`src/rtl/pto_pkg.sv`:
```
// Constants, register map and field layout of the trigger output unit
// Assumes an APB master on the same clock and a free-running system time
// ****************************************************************
// Contract
// - Each unit keeps a 30-bit target ns value, reset zero, top bits zero.
// - Each unit keeps a 32-bit target seconds value, reset zero.
// - Target and control accesses go to the unit a 2-bit index picks.
// - Bit 31 puts a unit into a cascade chain, else it runs alone.
// - Bit 30 marks a unit as the tail of the chain; the logic stores it but never reads it, so every chain loops.
// - With no tail in a chain the count is ignored and it loops forever.
// - A cascade unit starts on the done of the unit chosen by bits 27:26.
// - Bit 25 fires at once on a passed target, else a passed target sets the error and stops the unit.
// - Bit 24 enables done and error status and the interrupt.
// - Bit 23 high drives the output from the falling-edge copy, one clock later, low from the next level; both launch on the rising edge.
// - The enable self-clears on firing; software enables only the head.
// - Soft reset returns the unit to idle and defaults and stops a loop.
// - A 3-bit pattern field in bits 22:20 selects the output shape.
// - A read-only flag is one while the unit is enabled or out of idle.
// ****************************************************************
package pto_pkg;
   localparam int NUM_UNITS = 4;
   localparam logic [11:0] ADDR_STATUS = 12'h52c;
   localparam logic [11:0] ADDR_TGT_NS = 12'h530;
   localparam logic [11:0] ADDR_TGT_S = 12'h534;
   localparam logic [11:0] ADDR_CTRL1 = 12'h538;
   localparam logic [11:0] ADDR_INDEX = 12'h540;
   localparam logic [11:0] ADDR_IRQ_STAT = 12'h544;
   localparam logic [11:0] ADDR_IRQ_MASK = 12'h548;
   localparam logic [11:0] ADDR_SYS_NS = 12'h54c;
   localparam logic [11:0] ADDR_SYS_S = 12'h550;
   localparam int NS_W = 30;
   localparam logic [29:0] NS_PER_S = 30'h3b9ac9ff;
   localparam int B_CHAIN = 31;
   localparam int B_TAIL = 30;
   localparam int B_UP_HI = 27;
   localparam int B_UP_LO = 26;
   localparam int B_NOW = 25;
   localparam int B_NOTIFY = 24;
   localparam int B_EDGE = 23;
   localparam int B_PAT_HI = 22;
   localparam int B_PAT_LO = 20;
   localparam logic [31:0] CTRL1_MASK = 32'hcff00000;
   localparam int B_ACTIVE = 4;
   localparam int B_ENABLE = 3;
   localparam int B_SWRST = 2;
   localparam logic [2:0] PAT_FALL = 3'h0;
   localparam logic [2:0] PAT_RISE = 3'h1;
   localparam logic [2:0] PAT_LOPULSE = 3'h2;
   localparam logic [2:0] PAT_HIPULSE = 3'h3;
   localparam logic [2:0] PAT_LOPER = 3'h4;
   localparam logic [2:0] PAT_HIPER = 3'h5;
   localparam logic [31:0] ZERO32 = 32'h0;
   // Per-unit state, no codes given
   typedef enum logic [1:0] {PTO_IDLE, PTO_ARMED, PTO_PULSE} pto_state_t;
endpackage

```
`src/rtl/pto_trigger_unit.sv`:
```
// Four indexed PTP trigger output units behind an APB slave
// Assumes APB on CORE_CLK, system time counting in the same domain
`timescale 1ns/1ns
module pto_trigger_unit
   import pto_pkg::*;
(
   input wire logic CORE_CLK,
   input wire logic RESET,
   input wire logic PSEL,
   input wire logic PENABLE,
   input wire logic PWRITE,
   input wire logic [11:0] PADDR,
   input wire logic [31:0] PWDATA,
   output logic [31:0] PRDATA,
   output logic PREADY,
   output logic PSLVERR,
   output logic [3:0] TRIG_OUT,
   output logic IRQ
);
   // ****************************************************************
   // State
   // ****************************************************************
   logic [1:0] index_reg, index_next;
   logic [29:0] sys_ns_reg, sys_ns_next;
   logic [31:0] sys_s_reg, sys_s_next;
   logic [31:0] prdata_reg, prdata_next;
   logic pready_reg, pready_next;
   logic pslverr_reg, pslverr_next;
   logic [3:0] irq_stat_reg, irq_stat_next;
   logic [3:0] irq_mask_reg, irq_mask_next;
   logic irq_reg, irq_next;
   logic [29:0] tns_reg [NUM_UNITS];
   logic [29:0] tns_next [NUM_UNITS];
   logic [31:0] ts_reg [NUM_UNITS];
   logic [31:0] ts_next [NUM_UNITS];
   logic [31:0] ctl_reg [NUM_UNITS];
   logic [31:0] ctl_next [NUM_UNITS];
   logic [3:0] en_reg, en_next;
   logic [3:0] err_reg, err_next;
   logic [3:0] lvl_reg, lvl_next;
   logic [3:0] fneg_reg;
   logic [3:0] done_reg, done_next;
   logic [3:0] out_reg;
   pto_state_t st_reg [NUM_UNITS];
   pto_state_t st_next [NUM_UNITS];
   logic acc, wr, rd;
   logic [3:0] swrst, reached, fire, done_ev;

   // APB access taken once; PREADY follows one cycle later
   assign acc = PSEL && PENABLE && !pready_reg;
   assign wr = acc && PWRITE;
   assign rd = acc && !PWRITE;

   // ****************************************************************
   // System time and global registers
   // ****************************************************************
   always_comb begin
      sys_ns_next = sys_ns_reg + 30'h1;
      sys_s_next = sys_s_reg;
      if (sys_ns_reg == NS_PER_S) begin
         sys_ns_next = '0;
         sys_s_next = sys_s_reg + 32'h1;
      end
      if (wr && PADDR == ADDR_SYS_NS) begin
         sys_ns_next = PWDATA[NS_W-1:0];
      end
      if (wr && PADDR == ADDR_SYS_S) begin
         sys_s_next = PWDATA;
      end
      index_next = index_reg;
      if (wr && PADDR == ADDR_INDEX) begin
         index_next = PWDATA[1:0];
      end
      irq_mask_next = irq_mask_reg;
      if (wr && PADDR == ADDR_IRQ_MASK) begin
         irq_mask_next = PWDATA[3:0];
      end
      // Set wins over write-one-to-clear
      irq_stat_next = irq_stat_reg;
      if (wr && PADDR == ADDR_IRQ_STAT) begin
         irq_stat_next = irq_stat_reg & ~PWDATA[3:0];
      end
      irq_stat_next = irq_stat_next | done_ev;
      irq_next = |(irq_stat_reg & irq_mask_reg);
   end

   // ****************************************************************
   // Per-unit trigger logic
   // ****************************************************************
   genvar g;
   generate
      for (g = 0; g < NUM_UNITS; g++) begin : g_unit
         logic sel;
         logic [31:0] c;
         logic [1:0] up;
         assign sel = index_reg == 2'(g);
         assign c = ctl_reg[g];
         assign up = c[B_UP_HI:B_UP_LO];
         assign swrst[g] = wr && sel && PADDR == ADDR_STATUS &&
            PWDATA[B_SWRST];
         // Target reached when system time is at or past it
         assign reached[g] = {sys_s_reg, sys_ns_reg} >=
            {ts_reg[g], tns_reg[g]};
         // Passed-target check with now bit, else wait for equal
         assign fire[g] = c[B_NOW] ? reached[g] :
            ({sys_s_reg, sys_ns_reg} == {ts_reg[g], tns_reg[g]});

         always_comb begin
            tns_next[g] = tns_reg[g];
            ts_next[g] = ts_reg[g];
            ctl_next[g] = ctl_reg[g];
            en_next[g] = en_reg[g];
            err_next[g] = err_reg[g];
            lvl_next[g] = lvl_reg[g];
            st_next[g] = st_reg[g];
            done_next[g] = 1'b0;
            if (wr && sel && PADDR == ADDR_TGT_NS) begin
               tns_next[g] = PWDATA[NS_W-1:0];
            end
            if (wr && sel && PADDR == ADDR_TGT_S) begin
               ts_next[g] = PWDATA;
            end
            if (wr && sel && PADDR == ADDR_CTRL1) begin
               ctl_next[g] = PWDATA & CTRL1_MASK;
            end
            if (wr && sel && PADDR == ADDR_STATUS) begin
               en_next[g] = PWDATA[B_ENABLE];
               if (PWDATA[B_ENABLE]) begin
                  err_next[g] = 1'b0;
               end
            end
            case (st_reg[g])
               PTO_IDLE: begin
                  // Arm on enable or upstream done, loading the idle level
                  if (en_reg[g] || c[B_CHAIN] && done_reg[up]) begin
                     lvl_next[g] = (c[B_PAT_HI:B_PAT_LO] == PAT_HIPULSE ||
                        c[B_PAT_HI:B_PAT_LO] == PAT_HIPER) ? 1'b0 :
                        1'b1;
                     st_next[g] = PTO_ARMED;
                  end
               end
               PTO_ARMED: begin
                  if (fire[g]) begin
                     case (c[B_PAT_HI:B_PAT_LO])
                        PAT_FALL, PAT_LOPULSE, PAT_LOPER: lvl_next[g] = 1'b0;
                        PAT_RISE, PAT_HIPULSE, PAT_HIPER: lvl_next[g] = 1'b1;
                        default: lvl_next[g] = lvl_reg[g];
                     endcase
                     en_next[g] = 1'b0;
                     st_next[g] = PTO_PULSE;
                  end else if (!c[B_NOW] && reached[g]) begin
                     // Target passed without now bit: error, stop
                     err_next[g] = 1'b1;
                     en_next[g] = 1'b0;
                     st_next[g] = PTO_IDLE;
                  end
               end
               PTO_PULSE: begin
                  // Pulses last one clock; edges hold their level
                  if (c[B_PAT_HI:B_PAT_LO] == PAT_LOPULSE ||
                      c[B_PAT_HI:B_PAT_LO] == PAT_HIPULSE) begin
                     lvl_next[g] = ~lvl_reg[g];
                  end
                  done_next[g] = 1'b1;
                  // Tail-less chains loop; re-arm from upstream done
                  st_next[g] = PTO_IDLE;
               end
               default: st_next[g] = PTO_IDLE;
            endcase
            // Soft reset restores defaults and breaks any loop
            if (swrst[g]) begin
               ctl_next[g] = ZERO32;
               en_next[g] = 1'b0;
               err_next[g] = 1'b0;
               lvl_next[g] = 1'b1;
               st_next[g] = PTO_IDLE;
            end
         end

         // Status event only when notify is set
         assign done_ev[g] = c[B_NOTIFY] &&
            (done_reg[g] || (err_next[g] && !err_reg[g]));

         always_ff @(posedge CORE_CLK) begin
            if (RESET) begin
               tns_reg[g] <= '0;
               ts_reg[g] <= '0;
               ctl_reg[g] <= '0;
               en_reg[g] <= 1'b0;
               err_reg[g] <= 1'b0;
               lvl_reg[g] <= 1'b1;
               done_reg[g] <= 1'b0;
               st_reg[g] <= PTO_IDLE;
            end else begin
               tns_reg[g] <= tns_next[g];
               ts_reg[g] <= ts_next[g];
               ctl_reg[g] <= ctl_next[g];
               en_reg[g] <= en_next[g];
               err_reg[g] <= err_next[g];
               lvl_reg[g] <= lvl_next[g];
               done_reg[g] <= done_next[g];
               st_reg[g] <= st_next[g];
            end
         end

         // Falling-edge copy of the level
         always_ff @(negedge CORE_CLK) begin
            if (RESET) begin
               fneg_reg[g] <= 1'b1;
            end else begin
               fneg_reg[g] <= lvl_reg[g];
            end
         end

         // Rising-edge output flop picks the falling-edge copy or the next level
         always_ff @(posedge CORE_CLK) begin
            if (RESET) begin
               out_reg[g] <= 1'b1;
            end else begin
               out_reg[g] <= c[B_EDGE] ? fneg_reg[g] : lvl_next[g];
            end
         end
      end
   endgenerate

   // ****************************************************************
   // APB read mux
   // ****************************************************************
   always_comb begin
      prdata_next = prdata_reg;
      pready_next = acc;
      pslverr_next = 1'b0;
      if (rd) begin
         case (PADDR)
            ADDR_TGT_NS: prdata_next = {2'h0, tns_reg[index_reg]};
            ADDR_TGT_S: prdata_next = ts_reg[index_reg];
            ADDR_CTRL1: prdata_next = ctl_reg[index_reg];
            ADDR_STATUS: prdata_next = {27'h0,
               st_reg[index_reg] != PTO_IDLE || en_reg[index_reg],
               en_reg[index_reg], 3'h0};
            ADDR_INDEX: prdata_next = {30'h0, index_reg};
            ADDR_IRQ_STAT: prdata_next = {28'h0, irq_stat_reg};
            ADDR_IRQ_MASK: prdata_next = {28'h0, irq_mask_reg};
            ADDR_SYS_NS: prdata_next = {2'h0, sys_ns_reg};
            ADDR_SYS_S: prdata_next = sys_s_reg;
            default: begin
               prdata_next = ZERO32;
               pslverr_next = 1'b1;
            end
         endcase
      end
   end

   // Global register bank
   always_ff @(posedge CORE_CLK) begin
      if (RESET) begin
         index_reg <= '0;
         sys_ns_reg <= '0;
         sys_s_reg <= '0;
         prdata_reg <= '0;
         pready_reg <= 1'b0;
         pslverr_reg <= 1'b0;
         irq_stat_reg <= '0;
         irq_mask_reg <= '0;
         irq_reg <= 1'b0;
      end else begin
         index_reg <= index_next;
         sys_ns_reg <= sys_ns_next;
         sys_s_reg <= sys_s_next;
         prdata_reg <= prdata_next;
         pready_reg <= pready_next;
         pslverr_reg <= pslverr_next;
         irq_stat_reg <= irq_stat_next;
         irq_mask_reg <= irq_mask_next;
         irq_reg <= irq_next;
      end
   end

   assign PRDATA = prdata_reg;
   assign PREADY = pready_reg;
   assign PSLVERR = pslverr_reg;
   assign TRIG_OUT = out_reg;
   assign IRQ = irq_reg;
endmodule // pto_trigger_unit

```
`config.mk`:
```
export PLATFORM = sky130hd
export DESIGN_NAME = pto_trigger_unit
export DESIGN_NICKNAME = d
export VERILOG_FILES = /design/src/rtl/pto_pkg.sv /design/src/rtl/pto_trigger_unit.sv
export SDC_FILE = /design/constraint.sdc
export NUM_CORES = 1
export LEC_CHECK = 0
export ABC_AREA = 1
export BUFFER_PORTS_ARGS = -buffer_cell sky130_fd_sc_hd__buf_2
export CORE_MARGIN = 2
export CORE_UTILIZATION = 32
export CTS_CLUSTER_SIZE = 12
export DETAILED_ROUTE_END_ITERATION = 8
export GPL_TIMING_DRIVEN = 1
export PLACE_DENSITY = 0.49
export SYNTH_ARGS = -nofsm -noshare
export SYNTH_HDL_FRONTEND = slang
export SYNTH_SLANG_ARGS = --single-unit
```
`constraint.sdc`:
```
create_clock -name CORE_CLK -period 5.55 [get_ports CORE_CLK]
set_clock_uncertainty 0.05 [all_clocks]
set_input_delay 1.11 -clock CORE_CLK [delete_from_list [all_inputs] [get_ports CORE_CLK]]
set_output_delay 1.11 -clock CORE_CLK [all_outputs]
set_load 0.05 [all_outputs]
```
==> metrics.yaml <==
timing:
  finalHoldViolations: 0
  setup_violations: 0
  slew_viol_final: 0
  rsz0062_at_grt: "no"
  finalSetupTns_ns: 0
  worst_slew_pin_slew_ns: 1.37
  maxSlewHeadroom_pct: 8.49
  fin_hold_ws_ns: 0.409
  timing.final.ws_setup_ns: 1.67
worst_setup_path:
  slowest_delay_ns: 0.39
  crit_slowest_cell: "buf_4"
  cp.depth: 3
  crit_fanout: 28
  worstPathCellList: "buf_4 > inv_6 > nand2_1"
  timing.rr.end: "irq_stat_reg[0]"
  reg2reg_slack_ns: 1.97
  rr_worst_depth: 15
  critPathRequiredTime_ns: 3.32
  critPathCaptureType: "flop"
  worstReg2RegStart: "sys_ns_reg[16]"
  cp-start-kind: "input port"
  critical_path.top_delay_family: "buffers and inverters"
  crit_buf_inv: 2
  critPathKind: "in -> reg"
  critPathArrivalTime_ns: 1.65
synthesis:
  synth_top_area_share_pct: 32.2
  yosys_register_bits: 429
  synth-edff-count: 0
  synthFlopType: "dfxtp_1"
  syn_inst: 3889
  synth_cell_types: 56
  synthTopCellsByCount: "681 x nand2_1, 597 x a21oi_1, 507 x inv_1, 490 x o21ai_0, 429 x dfxtp_1"
  synth_most_common_cell: "nand2_1"
  synth_area_leaders: "dfxtp_1 32%, ha_1 12%, a21oi_1 11%"
  async_flop_share_pct: 0
  yosys_warnings: 0
  yosysTopAreaCell: "dfxtp_1"
  synth_nets: 4188
  syn_area_sq_um: 26700
  yosysSeqAreaShare_pct: 32.2
  syn_area_per_cell_sq_um: 6.86
routing:
  vias_per_cell: 5.38
  drtPass1Iterations: 6
  wl_met1_um: 52300
  via_count: 26844
  dr_wl_met3_um: 8020
  post-route-drc-count: 0
  initialDrtViolationCount: 2800
  ant_nets: 0
  wl_met2_um: 51400
  wl_per_cell_um: 23.1
  top_layer: "met4"
  wl_um: 115000
clock_network:
  clock_path_buffers: 3
  postCtsSetupBuffers: 0
  cts_tree: "done"
  cts_hold_buf: 0
  cts_max_level: 2
  clock-root-buffer: "clkbuf_16"
  clkSinkCount: 429
  numCtsBuffers: 53
  cts_resized: 0
  clk_pin_slew_worst_paths_ns: 0.06
  clock_latency_ns: 0.65
placed_design:
  place_ws_ns: 1.00
  dpl.hpwl_um: 85400
  place_area_sq_um: 27900
  gp_congestion: 0.964
  port_buffers: 87
cells_and_area:
  layout-drive-gt1-share_pct: 7.27
  final_util_pct: 36.1
  nets: 4176
  largest_register_ffs: 128
  final_area_sq_um: 29700
  syn_to_final_growth_pct: 11.4
die:
  initial_utilization_pct: 32.4
  core_area_sq_um: 82400
  die_area_sq_um: 85700
  die_w_um: 293
  die_h_um: 293
  ioPinCount: 88
  fp-row-count: 105
hold_path:
  whs_path_depth: 2
  whs_endpoint: "PRDATA[19]"
  hp-class: "reg -> reg"
  worstHoldStart: "PRDATA[19]"
global_route:
  track_usage_pct: 26.2
  grt-ovfl-total: 0
  grt_pass1_wl_um: 167000
  grt_max_degree: 145
  grt_antenna_before_repair: 3
  grt_pass1_vias: 24687
flow_run:
  cap_violations: 0
power_and_ir_drop:
  powerDensity_nw_per_um2: 238
  leakagePower_nw: 12.0
  ir_drop_v: 0.000219
status:
  status: "finished, final reports clean"
==> metrics by stage <==
| step | power (W) | cells |
|---|---|---|
| floorplan | 0.00334 | 3889 |
| global placement | 0.00350 | 4889 |
| detailed placement | 0.00350 | 4889 |
| CTS | 0.00711 | 4991 |
| global route | 0.00727 | 4992 |
| finish | 0.00706 | 4992 |
==> cell type report <==
| type | instances | area (sq um) |
|---|---|---|
| fillers | 8893 | 52600 |
| multi-input cells | 2731 | 15300 |
| flip-flops and latches | 429 | 8600 |
| inverters | 544 | 2050 |
| clock buffers | 84 | 1630 |
| well taps | 1070 | 1340 |
| repair buffers | 114 | 666 |
| clock inverters | 19 | 191 |
| diodes | 1 | 2.50 |
==> cells by family (layout without fill, tap and decap cells) <==
family	count (synthesis)	count (layout)	synth area share, %
other	0	1	0
DFF	429	429	32.2
xor gates and xnor gates	36	36	1.18
and+or+nand+nor	1195	1195	19.4
adders and majority gates	250	250	11.7
AOI/OAI and AO/OA	1250	1250	24.8
buffers and inverters	729	761	10.6
==> worst reg2reg max path: cells and delay by family, from the launching register on <==
family                   cells  cell delay (ns)
adder cells (fa/ha/maj)      1             0.32
buffers and inverters        1             0.22
AO/OA/AOI/OAI                1             0.08
flip-flops                   1             0.61
AND/OR/NAND/NOR             12             2.15
==> placed cells by master, fill, tap and decap left out, types with 5 or more instances in the layout <==
cell / instances
a221oi_1: 5
nor3_2: 9
a221o_1: 12
o21ai_1: 14
buf_2: 86
clkbuf_16: 53
o41ai_1: 6
nor2_1: 231
nand2_1: 681
nor4_1: 27
clkinv_2: 11
inv_2: 21
dfxtp_1: 427
clkbuf_8: 18
nor2_2: 15
o21bai_1: 5
nor2_4: 13
a31oi_1: 15
buf_4: 26
a211oi_1: 28
a21o_1: 9
nand2_2: 8
nand3_2: 5
nor3_1: 38
o21ai_0: 490
o22ai_1: 32
clkbuf_1: 12
clkinv_1: 16
nand4_1: 45
xor2_1: 35
inv_1: 509
ha_1: 250
o211ai_1: 14
nand3_1: 109
a21oi_1: 597
==> power by group <==
group          switching [W]  internal [W]
sequential        0.00000661       0.00308
clock                0.00152       0.00211
combinational       0.000278     0.0000677
total                0.00180       0.00526
==> per-layer routing <==
metal,GRT usage [%],up-vias
li1,-,13037
met1,36.8,12669
met2,41.7,971
met3,3.46,167
met4,7.94,0
met5,0,-
==> how the worst max path moves through the flow <==
stage / endpoint / slack [ns] / from
after floorplan: fneg_reg[3] / 0.80 / RESET
after global placement: fneg_reg[3] / 1.03 / RESET
after detailed placement: fneg_reg[3] / 1.00 / RESET
after CTS: fneg_reg[3] / 1.68 / RESET
after global routing: fneg_reg[3] / 1.65 / RESET
final: fneg_reg[3] / 1.67 / RESET
Power figures use the tool's default switching activity.
